$ cat config.mk
export PLATFORM = sky130hd
export DESIGN_NAME = adar_delay_regs
export DESIGN_NICKNAME = d
export VERILOG_FILES = /design/src/design/adar_pkg.sv /design/src/design/adar_coarse_ramp.sv /design/src/design/adar_delay_regs.sv
export SDC_FILE = /design/constraint.sdc
export NUM_CORES = 1
export LEC_CHECK = 0
export BUFFER_PORTS_ARGS = -buffer_cell sky130_fd_sc_hd__buf_4
export CORE_MARGIN = 2
export CORE_UTILIZATION = 57
export CTS_CLUSTER_SIZE = 40
export DETAILED_ROUTE_END_ITERATION = 8
export GPL_TIMING_DRIVEN = 0
export PLACE_DENSITY = 0.76
export SLEW_MARGIN = 20
export SYNTH_ARGS = -nofsm -noshare
export SYNTH_HDL_FRONTEND = slang
export SYNTH_SLANG_ARGS = --single-unit
$ cat constraint.sdc
create_clock -name ref_clk -period 8.25 [get_ports ref_clk]
set_clock_uncertainty 0.2 [all_clocks]
set_input_delay 0.825 -clock ref_clk [delete_from_list [all_inputs] [get_ports ref_clk]]
set_output_delay 0.825 -clock ref_clk [all_outputs]
set_load 0.01 [all_outputs]
$ cat src/design/adar_pkg.sv
// adar_pkg: register map, field layout, reset values and cycle counts
// for the aperture delay adjust register block.
// assumes a byte-wide register port on the sample clock.
package adar_pkg;

   // ***************************************************************
   // register byte addresses
   // ***************************************************************
   localparam logic [11:0] ADDR_STATUS_B0 = 12'h2B2;
   localparam logic [11:0] ADDR_STATUS_B1 = 12'h2B3;
   localparam logic [11:0] ADDR_STATUS_B2 = 12'h2B4;
   localparam logic [11:0] ADDR_MANUAL_B0 = 12'h2B5;
   localparam logic [11:0] ADDR_MANUAL_B1 = 12'h2B6;
   localparam logic [11:0] ADDR_MANUAL_B2 = 12'h2B7;
   localparam logic [11:0] ADDR_RAMP_CTRL = 12'h2B8;

   // ***************************************************************
   // field positions
   // ***************************************************************
   localparam int RES_W = 17;
   localparam int INVERT_BIT = 16;
   localparam int DONE_BIT = 17;
   localparam int COARSE_LSB = 8;
   localparam int RAMP_EN_BIT = 0;
   localparam int RAMP_RATE_BIT = 1;

   // ***************************************************************
   // reset values
   // ***************************************************************
   localparam logic [16:0] MANUAL_RESET = 17'h00000;
   localparam logic [1:0] RAMP_CTRL_RESET = 2'h0;
   localparam logic [16:0] RESULT_RESET = 17'h00000;
   localparam logic [7:0] RDATA_RESET = 8'h00;

   // ***************************************************************
   // cycle counts and ramp step sizes
   // ***************************************************************
   localparam int RAMP_PERIOD_CYC = 256;
   localparam int FULL_APPLY_CYC = 1024;
   localparam logic [7:0] STEP_SLOW = 8'h01;
   localparam logic [7:0] STEP_FAST = 8'h04;

   // ***************************************************************
   // types
   // ***************************************************************
   typedef struct packed {
      logic invert;
      logic [7:0] coarse;
      logic [7:0] fine;
   } adar_delay_t;

   typedef enum logic [1:0] {
      ADAR_IDLE = 2'b00,
      ADAR_RUN = 2'b01,
      ADAR_DONE = 2'b10
   } adar_cal_state_t;

endpackage

$ cat src/design/adar_coarse_ramp.sv
// adar_coarse_ramp: steps the applied coarse delay toward its target.
// assumes target comes from flops on the same clock.
`timescale 1ns/10ps
module adar_coarse_ramp #(
   parameter int PERIOD_CYC = adar_pkg::RAMP_PERIOD_CYC
)
(
   // clock and reset
   input wire logic ref_clk,
   input wire logic rst_n,
   // control
   input wire logic ramp_en,
   input wire logic fast_rate,
   input wire logic [7:0] target,
   // result
   output logic [7:0] coarse,
   output logic busy
);

   localparam int TW = $clog2(PERIOD_CYC);

   initial
   begin
      if (PERIOD_CYC < 2 || (1 << TW) != PERIOD_CYC)
         $error("adar_coarse_ramp: PERIOD_CYC must be a power of two");
   end

   logic [7:0] coarse_reg, coarse_next;
   logic [TW-1:0] tick_reg, tick_next;
   logic [7:0] step;
   logic [7:0] gap;

   always_comb
   begin
      coarse_next = coarse_reg;
      tick_next = tick_reg;
      step = fast_rate ? adar_pkg::STEP_FAST : adar_pkg::STEP_SLOW;
      gap = (target > coarse_reg) ? target - coarse_reg : coarse_reg - target;
      if (!ramp_en)
      begin
         // one cycle, well inside the full-apply bound
         coarse_next = target;
         tick_next = '0;
      end
      else
      begin
         tick_next = tick_reg + 1'b1;
         if (tick_reg == TW'(PERIOD_CYC - 1) && gap != 8'h00)
         begin
            // never overshoot the written value
            if (gap < step)
               step = gap;
            coarse_next = (target > coarse_reg) ? coarse_reg + step
                                                : coarse_reg - step;
         end
      end
   end

   always_ff @(posedge ref_clk)
   begin
      if (!rst_n)
      begin
         coarse_reg <= 8'h00;
         tick_reg <= '0;
      end
      else
      begin
         coarse_reg <= coarse_next;
         tick_reg <= tick_next;
      end
   end

   assign coarse = coarse_reg;
   assign busy = (coarse_reg != target);

endmodule // adar_coarse_ramp

$ cat src/design/adar_delay_regs.sv
// adar_delay_regs: calibration status word, manual delay register and
// coarse ramp control, driving the applied sample-clock delay.
// assumes the calibration engine and the enable register sit outside,
// on the same clock, and follow the software-side constraints.
// Function
// - done flag needs enable and finished sequence
// - 17-bit result in status bits 16:0
// - result: invert, coarse byte, fine byte
// - manual setting applies only with calibration off
// - manual bit16 invert, 15:8 coarse, 7:0 fine
// - fine delay accepted any time, glitch free
// - manual register spans three bytes, resets zero
// - status read-only, bits 23:18 reserved
// - enable rising edge starts sequence, ignores manual
// - coarse applied within 1024, or counter ramps
// - ramp one or four codes per 256
`timescale 1ns/10ps
module adar_delay_regs #(
   parameter int ADDR_W = 12,
   parameter int RAMP_PERIOD = adar_pkg::RAMP_PERIOD_CYC
)
(
   // clock and reset
   input wire logic ref_clk,
   input wire logic rst_n,
   // register port
   input wire logic [ADDR_W-1:0] reg_addr,
   input wire logic reg_wr,
   input wire logic [7:0] reg_wdata,
   input wire logic reg_rd,
   output logic [7:0] reg_rdata,
   output logic reg_rvalid,
   // calibration engine
   input wire logic auto_cal_enable,
   input wire logic cal_seq_done,
   input wire logic [16:0] cal_seq_result,
   output logic cal_seq_start,
   // status
   output logic cal_complete_flag,
   output logic coarse_ramp_busy,
   // applied delay
   output adar_pkg::adar_delay_t applied_delay
);

   initial
   begin
      if (ADDR_W < 10)
         $error("adar_delay_regs: ADDR_W too small for register map");
      if (RAMP_PERIOD > adar_pkg::FULL_APPLY_CYC)
         $error("adar_delay_regs: RAMP_PERIOD out of range");
   end

   // ***************************************************************
   // decode helpers
   // ***************************************************************
   function automatic logic hit(input logic [ADDR_W-1:0] a, input logic [11:0] ref_a);
      hit = (a == ADDR_W'(ref_a));
   endfunction

   function automatic logic [7:0] pick_byte(input logic [23:0] w, input logic [1:0] idx);
      case (idx)
         2'h0: pick_byte = w[7:0];
         2'h1: pick_byte = w[15:8];
         2'h2: pick_byte = w[23:16];
         default: pick_byte = 8'h00;
      endcase
   endfunction

   // ***************************************************************
   // register file
   // ***************************************************************
   logic [16:0] manual_reg, manual_next;
   logic [1:0] ramp_ctrl_reg, ramp_ctrl_next;
   logic [7:0] rdata_reg, rdata_next;
   logic rvalid_reg, rvalid_next;
   logic [23:0] status_word;
   logic [23:0] manual_word;

   always_comb
   begin
      manual_next = manual_reg;
      ramp_ctrl_next = ramp_ctrl_reg;
      if (reg_wr)
      begin
         // writes are stored even while calibration runs; only use is gated
         if (hit(reg_addr, adar_pkg::ADDR_MANUAL_B0))
            manual_next[7:0] = reg_wdata;
         if (hit(reg_addr, adar_pkg::ADDR_MANUAL_B1))
            manual_next[15:8] = reg_wdata;
         if (hit(reg_addr, adar_pkg::ADDR_MANUAL_B2))
            manual_next[16] = reg_wdata[0];
         if (hit(reg_addr, adar_pkg::ADDR_RAMP_CTRL))
            ramp_ctrl_next = reg_wdata[1:0];
      end
   end

   // ***************************************************************
   // calibration status
   // ***************************************************************
   adar_pkg::adar_cal_state_t cal_state_reg, cal_state_next;
   logic [16:0] result_reg, result_next;
   logic en_prev_reg, en_prev_next;
   logic start_reg, start_next;
   logic start_now;

   assign start_now = auto_cal_enable && !en_prev_reg;

   always_comb
   begin
      cal_state_next = cal_state_reg;
      result_next = result_reg;
      en_prev_next = auto_cal_enable;
      start_next = start_now;
      case (cal_state_reg)
         adar_pkg::ADAR_IDLE:
         begin
            if (start_now)
               cal_state_next = adar_pkg::ADAR_RUN;
         end
         adar_pkg::ADAR_RUN:
         begin
            if (!auto_cal_enable)
               cal_state_next = adar_pkg::ADAR_IDLE;
            else if (cal_seq_done)
            begin
               cal_state_next = adar_pkg::ADAR_DONE;
               result_next = cal_seq_result;
            end
         end
         adar_pkg::ADAR_DONE:
         begin
            // held until a fresh start so software reads one value
            if (start_now)
               cal_state_next = adar_pkg::ADAR_RUN;
         end
         default:
            cal_state_next = adar_pkg::ADAR_IDLE;
      endcase
      // a finish in the same cycle as a new start still lands, unless the block was idle
      if (start_now && cal_seq_done && cal_state_reg != adar_pkg::ADAR_IDLE)
      begin
         cal_state_next = adar_pkg::ADAR_DONE;
         result_next = cal_seq_result;
      end
   end

   // not in the cycle the enable rises: that cycle starts a new sequence
   assign cal_complete_flag = auto_cal_enable && en_prev_reg &&
      (cal_state_reg == adar_pkg::ADAR_DONE);

   // ***************************************************************
   // read path
   // ***************************************************************
   assign status_word = {6'h00, cal_complete_flag, result_reg};
   assign manual_word = {7'h00, manual_reg};

   always_comb
   begin
      rvalid_next = reg_rd;
      rdata_next = rdata_reg;
      if (reg_rd)
      begin
         if (hit(reg_addr, adar_pkg::ADDR_STATUS_B0))
            rdata_next = pick_byte(status_word, 2'h0);
         else if (hit(reg_addr, adar_pkg::ADDR_STATUS_B1))
            rdata_next = pick_byte(status_word, 2'h1);
         else if (hit(reg_addr, adar_pkg::ADDR_STATUS_B2))
            rdata_next = pick_byte(status_word, 2'h2);
         else if (hit(reg_addr, adar_pkg::ADDR_MANUAL_B0))
            rdata_next = pick_byte(manual_word, 2'h0);
         else if (hit(reg_addr, adar_pkg::ADDR_MANUAL_B1))
            rdata_next = pick_byte(manual_word, 2'h1);
         else if (hit(reg_addr, adar_pkg::ADDR_MANUAL_B2))
            rdata_next = pick_byte(manual_word, 2'h2);
         else if (hit(reg_addr, adar_pkg::ADDR_RAMP_CTRL))
            rdata_next = {6'h00, ramp_ctrl_reg};
         else
            rdata_next = adar_pkg::RDATA_RESET;
      end
   end

   // ***************************************************************
   // applied delay selection
   // ***************************************************************
   logic invert_reg, invert_next;
   logic [7:0] fine_reg, fine_next;
   logic [7:0] coarse_target;
   logic [7:0] coarse_now;

   always_comb
   begin
      invert_next = invert_reg;
      fine_next = fine_reg;
      coarse_target = coarse_now;
      if (!auto_cal_enable)
      begin
         invert_next = manual_reg[adar_pkg::INVERT_BIT];
         fine_next = manual_reg[7:0];
         coarse_target = manual_reg[15:adar_pkg::COARSE_LSB];
      end
      else if (cal_state_reg == adar_pkg::ADAR_DONE)
      begin
         // manual register ignored while calibration is on
         invert_next = result_reg[adar_pkg::INVERT_BIT];
         fine_next = result_reg[7:0];
         coarse_target = result_reg[15:adar_pkg::COARSE_LSB];
      end
   end

   adar_coarse_ramp #(
      .PERIOD_CYC(RAMP_PERIOD)
   ) u_ramp (
      .ref_clk(ref_clk),
      .rst_n(rst_n),
      .ramp_en(ramp_ctrl_reg[adar_pkg::RAMP_EN_BIT]),
      .fast_rate(ramp_ctrl_reg[adar_pkg::RAMP_RATE_BIT]),
      .target(coarse_target),
      .coarse(coarse_now),
      .busy(coarse_ramp_busy)
   );

   // ***************************************************************
   // state registers
   // ***************************************************************
   always_ff @(posedge ref_clk)
   begin
      if (!rst_n)
      begin
         manual_reg <= adar_pkg::MANUAL_RESET;
         ramp_ctrl_reg <= adar_pkg::RAMP_CTRL_RESET;
         rdata_reg <= adar_pkg::RDATA_RESET;
         rvalid_reg <= 1'b0;
         cal_state_reg <= adar_pkg::ADAR_IDLE;
         result_reg <= adar_pkg::RESULT_RESET;
         en_prev_reg <= 1'b0;
         start_reg <= 1'b0;
         invert_reg <= 1'b0;
         fine_reg <= 8'h00;
      end
      else
      begin
         manual_reg <= manual_next;
         ramp_ctrl_reg <= ramp_ctrl_next;
         rdata_reg <= rdata_next;
         rvalid_reg <= rvalid_next;
         cal_state_reg <= cal_state_next;
         result_reg <= result_next;
         en_prev_reg <= en_prev_next;
         start_reg <= start_next;
         invert_reg <= invert_next;
         fine_reg <= fine_next;
      end
   end

   assign reg_rdata = rdata_reg;
   assign reg_rvalid = rvalid_reg;
   assign cal_seq_start = start_reg;
   assign applied_delay.invert = invert_reg;
   assign applied_delay.coarse = coarse_now;
   assign applied_delay.fine = fine_reg;

endmodule // adar_delay_regs

Word-level counts from Yosys, hierarchy flattened --
Index checks and enable logic that the tools add are counted.
Storage, ports and cells: register bits after elaboration 74, input bits 43, output and inout bits 29, logic and storage cells 93
Cells by class: add/subtract/negate cells 5, magnitude comparators 2, eq/ne operators 17, mux-type cells 30, bitwise gates (word level) 1, reduce and logical (&&, ||, !) cells 23
Operator list (number):
- 8-bit 2-to-1 mux | 16
- 12-bit by 10-bit equality test with 1-bit output, second input constant | 7
- 17-bit 2-to-1 mux | 4
- 8-bit subtractor | 3
- 2-bit AND reduction | 7
- 2-bit 2-to-1 mux | 6
- 8-bit by 1-bit adder with 8-bit output, second input constant | 1
- 8-bit adder | 1
- 8-bit equality test, second input constant | 1
- 8-bit greater-than comparator | 1
- 8-bit < comparator | 1
- 8-bit inequality test | 1
- 2-bit nonzero test | 4
- 8-bit nonzero test | 1
- 1-bit logical AND | 6
- 2-bit by 1-bit inequality test with 1-bit output, second input constant | 3
- 4-bit inequality test, second input constant | 1
- 2-bit one-hot mux with 2 select lines | 1
- 2-bit OR reduction | 2
- 3-bit 2-to-1 mux | 1
- 3-bit by 1-bit inequality test with 1-bit output, second input constant | 1
- 3-bit inequality test, second input constant | 1
- 3-bit AND reduction | 1
- 2-bit by 1-bit equality test with 1-bit output, second input constant | 1
- other kinds (5) | 6

Depth between registers and ports, before layout --
depth in word-level cells 13, gate-level depth with buffers 33, mapped depth without buffers 30

Hierarchy --
From an unflattened synthesis, not the netlist that was laid out.
Unflattened totals: cell total of the unflattened synthesis 571, area, all modules 4869.7 um^2
By module, submodules not included:
- adar_delay_regs | instances 1, cells each 310, area an instance 2845.2 um^2, seq. area each 1161.1 um^2
- adar_coarse_ramp | instances 1, cells each 261, area an instance 2024.4 um^2, seq. area each 320.3 um^2

Worst setup path after synthesis --
No wires, ideal clock.
path type reg-to-reg, from register cal_state_reg[1], to register u_ramp.coarse_reg[7] (netlist: u_ramp.coarse[7]), setup time 128 ps, arrival time 6662 ps, data required time 7922 ps, setup slack 1260 ps, stages on the path, launching flop included 33, path buffers 4, period minus slack after synthesis 6990 ps, cells stage by stage dfxtp_1 > nor2b_1 > clkbuf_1 > clkbuf_1 > buf_1 > a21oi_1 > a21oi_1 > inv_1 > ha_1 > fa_1 > nor2b_1 > o31a_1 > o221ai_1 > buf_2 > mux2i_1 > xor2_1 > ha_1 > or2_2 > o32a_1 > a211oi_2 > nor2_1 > a21o_1 > ha_1 > a22oi_1 > ha_1 > nor2b_1 > o21ai_0 > a21boi_0 > o21ai_0 > a21oi_1 > xnor2_1 > a2bb2oi_1 > o211ai_1
On the way: cells in the longest elaborated chain, start to end 13, elaborated cells on any way between the ends 19, classes of those cells 4 x add/sub; 2 x order compare; 2 x eq/ne; 9 x mux; 2 x reduce/logical
RTL lines:
- start, declared | line adar_delay_regs.sv:100 | adar_pkg::adar_cal_state_t cal_state_reg, cal_state_next;
- start signal, assigned | line adar_delay_regs.sv:233 | cal_state_reg <= adar_pkg::ADAR_IDLE;
- start signal, assigned | line adar_delay_regs.sv:246 | cal_state_reg <= cal_state_next;
- 2-bit equality test * | line adar_delay_regs.sv:201 | else if (cal_state_reg == adar_pkg::ADAR_DONE)
- 8-bit 2-to-1 mux * | line adar_delay_regs.sv:201
- 8-bit 2-to-1 mux * | line adar_delay_regs.sv:195 | if (!auto_cal_enable)
- 8-bit subtractor / 8-bit greater-than comparator (equally long branches) | line adar_coarse_ramp.sv:38, adar_coarse_ramp.sv:53
- 8-bit 2-to-1 mux | line adar_coarse_ramp.sv:38 | gap = (target > coarse_reg) ? target - coarse_reg : coarse_reg - target;
- 8-bit < comparator | line adar_coarse_ramp.sv:51 | if (gap < step)
- 8-bit 2-to-1 mux | line adar_coarse_ramp.sv:51
- 8-bit 2-to-1 mux | line adar_coarse_ramp.sv:48 | if (tick_reg == TW'(PERIOD_CYC - 1) && gap != 8'h00)
- 8-bit 2-to-1 mux | line adar_coarse_ramp.sv:39 | if (!ramp_en)
- 8-bit subtractor / 8-bit adder (equally long branches) | line adar_coarse_ramp.sv:54, adar_coarse_ramp.sv:53
- 8-bit 2-to-1 mux | line adar_coarse_ramp.sv:53 | coarse_next = (target > coarse_reg) ? coarse_reg + step
- 8-bit 2-to-1 mux | line adar_coarse_ramp.sv:48
- 8-bit 2-to-1 mux | line adar_coarse_ramp.sv:39
- end signal, assigned | line adar_coarse_ramp.sv:68 | coarse_reg <= coarse_next;
- end, declared | line adar_coarse_ramp.sv:28 | logic [7:0] coarse_reg, coarse_next;
Every way passes the cells marked *; elsewhere a longest branch is shown, timed or not. The select of a mux whose other input is x is not followed. A chain may end at the register's enable or synchronous reset.

Worst setup path after layout --
Same ends and word-level chain as after synthesis.

==> impl_metrics.toml <==
[power_and_ir_drop]
intPower_mw = 0.608
swShare = 0.310
power.switching_mw = 0.272
p_clk_frac = 0.329
seq_power_share = 0.428
totalPowerFinal_mw = 0.880
p_per_area_nw_per_um2 = 161
p_leak_nw = 2.27
combinationalPowerShare = 0.243
peakVddDrop_mv = 0.112

[critical_path]
r2r-end = "u_ramp.coarse[7]"
path_common_cell = "ha_1"
critPathMaxFanout = 10
cp_slowest_cell = "dfxtp_1"
crit_type = "reg -> reg"
arrival_ns = 7.76
cpPeakStageDelay_ns = 0.41
end_kind = "register"
reg2reg_from = "cal_state_reg[1]"
crit_path_start_kind = "register"
r2r_slack_ns = 0.52
rr_worst_depth = 32
crit_required_ns = 8.28

[worst_hold_path]
min_path_type = "reg -> reg"
worstHoldStart = "u_ramp.tick_reg[0]"
worstHoldPathCells = 1
hold_end = "u_ramp.tick_reg[0]"

[synthesis]
ys_ff_latch = 74
synthesis.area_um2 = 4600
syn-num-nets = 622
async_flop_share = 0
synthCells = 551
synth_edf_count = 0
synth.avg_cell_area_um2 = 8.35
ys_seq_area_frac = 0.322
synth_flop_cell = "dfxtp_1"
yosysUniqueCellTypes = 59
yosys_warnings = 0

[clock_network]
hold_buffers = 0
cts_sinks = 74
cts-root-buf = "clkbuf_8"
clk_latency_ns = 0.36
clkTransAtPathRegs_ns = 0.09
clockBufferDepth = 2
ctsResizeCount = 0
numCtsBuffers = 9
cts_max_level = 3
postCtsSetupBuffers = 0
cts_tree = "done"

[drt]
drt-initial-drc-count = 469
drt-vias-per-instance = 6.02
wl_per_cell_um = 17.7
first_pass_iters = 8
vias = 4441
ant_nets = 0
drc_errors = 0
routed_wl_mm = 13.1

[floorplan]
dieArea_um2 = 8810
start_util = 0.592
coreArea_um2 = 7770
fp.dieH_um = 93.9
die_w_um = 93.9
io_pins = 72
rows = 32

[timing]
final.setup.tns_ns = 0
finalSetupViolCount = 0
rsz0062_at_grt = "false"
fmax_ghz = 0.129
tightest_slew_ns = 0.810
hold_viol = 0
relSlewSlack = 0.456
finalCriticalPeriod_ns = 7.73
setup_ws_ns = 0.521
slew_violations = 0
fin_crit_sh = 0.937
whs_ns = 0.251

[placement]
dp_hpwl_mm = 10.1
placed_area_um2 = 5250
place_ws_ns = 0.0969
portBuffers = 69
place.gp.congestion = 0.900

[finish]
drive_gt1_frac = 0.157
layout_commonest_cell = "dfxtp_1"
fin_area_um2 = 5460
n_antenna_cell = 0
syn_to_final_growth_pct = 18.7
nNetsFinal = 702
final_cell_mix = "74 x dfxtp_1, 70 x buf_4, 55 x nand2_1"

[global_route]
grt_pass1_wl_mm = 20.8
grt_pass1_vias = 4238
grt_max_degree = 15
antenna_found_initial = 0
grt_util_all_layers = 0.305
grt-ovfl-total = 0

[outcome]
outcome = "complete, no violations"

[run]
maxCapViolations = 0
cells by family (layout without fill, tap and decap cells):
kind of cell             Yosys count  after routing  share of synthesized area
AND/OR/NAND/NOR                  196            196                      0.217
flip-flops                        74             74                      0.322
buffers and inverters             60            145                     0.0519
multiplexers                      40             40                     0.0875
adder cells (fa/ha/maj)           28             28                     0.0810
XOR/XNOR                          15             15                     0.0285
AO/OA/AOI/OAI                    138            138                      0.212
power groups by stage:
stage / Clock, mW / Combinational [mW] / Sequential (mW)
floorplan: 0 / 0.143 / 0.384
global placement: 0 / 0.203 / 0.384
detailed placement: 0 / 0.208 / 0.384
CTS: 0.290 / 0.209 / 0.376
global route: 0.311 / 0.235 / 0.377
finish: 0.290 / 0.214 / 0.376
how the worst max path moves through the flow:
stage                startpoint               end  slack [ns]  depth (start not counted)
4_1_cts        cal_state_reg[1]  u_ramp.coarse[7]        0.05                         32
3_5_place_dp   cal_state_reg[1]  u_ramp.coarse[7]         0.1                         32
3_3_place_gp   cal_state_reg[1]  u_ramp.coarse[7]        0.27                         32
2_1_floorplan  cal_state_reg[1]  u_ramp.coarse[7]        1.26                         32
5_1_grt        cal_state_reg[1]  u_ramp.coarse[7]        0.04                         32
6_report       cal_state_reg[1]  u_ramp.coarse[7]        0.52                         32
through the flow:
stage,util,std cells
detailed placement,0.676,722
CTS,0.701,738
floorplan,-,551
global route,0.703,738
global placement,0.676,722
finish,0.703,738
metal layers:
| metal | global-route usage | vias to the layer above | wire [um] |
|---|---|---|---|
| li1 | - | 2124 | - |
| met3 | 0.0682 | 19 | 1090 |
| met2 | 0.504 | 205 | 6200 |
| met1 | 0.408 | 2093 | 5630 |
| met4 | 0.0676 | 0 | 169 |
| met5 | 0 | - | 0 |
final cells by class:
| type | count | area (um^2) |
|---|---|---|
| Multi-Input combinational cell | 417 | 2890 |
| Fill cell | 659 | 2310 |
| Sequential cell | 74 | 1480 |
| Timing Repair Buffer | 69 | 518 |
| Buffer | 33 | 143 |
| Clock buffer | 10 | 128 |
| Tap cell | 102 | 128 |
| Inverter | 27 | 101 |
| Clock inverter | 6 | 72.6 |
synth_stat cells (all sizes together), types with 2 or more instances:
| library cell | number | share of area |
|---|---|---|
| dfxtp | 74 | 0.32 |
| nand2 | 55 | 0.045 |
| nor2 | 43 | 0.035 |
| mux2i | 38 | 0.083 |
| nor2b | 30 | 0.042 |
| a21oi | 28 | 0.030 |
| inv | 27 | 0.022 |
| ha | 25 | 0.068 |
| clkbuf | 24 | 0.020 |
| nand3 | 24 | 0.026 |
| o21ai | 20 | 0.022 |
| a21boi | 17 | 0.028 |
| o211a | 12 | 0.026 |
| buf | 9 | 0.010 |
| xor2 | 9 | 0.017 |
| a211oi | 8 | 0.014 |
| a31oi | 6 | 0.0082 |
| o21a | 6 | 0.0098 |
| xnor2 | 6 | 0.011 |
| a21o | 5 | 0.0082 |
| a222oi | 5 | 0.011 |
| nand2b | 5 | 0.0068 |
| nand3b | 5 | 0.0082 |
| nand4 | 5 | 0.0068 |
| o22ai | 5 | 0.0068 |
| and2 | 4 | 0.0060 |
| and3 | 4 | 0.0054 |
| and4 | 4 | 0.0087 |
| nor3 | 4 | 0.0044 |
| o211ai | 4 | 0.0065 |
| fa | 3 | 0.013 |
| o21bai | 3 | 0.0049 |
| o221ai | 3 | 0.0057 |
| o31a | 3 | 0.0057 |
| or3 | 3 | 0.0041 |
| a221oi | 2 | 0.0038 |
| a22oi | 2 | 0.0033 |
| mux2 | 2 | 0.0049 |
| nand4b | 2 | 0.0038 |
| nor4b | 2 | 0.0038 |
| o2111ai | 2 | 0.0038 |
| o311a | 2 | 0.0044 |
| or2 | 2 | 0.0027 |
critical path, delay by kind of cell, from the launching register on:
kind                       cells  cell delay [ns]
xor gates and xnor gates       2             0.44
DFF                            1             0.41
buffers and inverters          5             1.16
adders and majority gates      5             1.41
AOI/OAI and AO/OA             14             2.90
muxes                          1             0.15
and+or+nand+nor                5             0.92
Power figures use the tool's default switching activity.
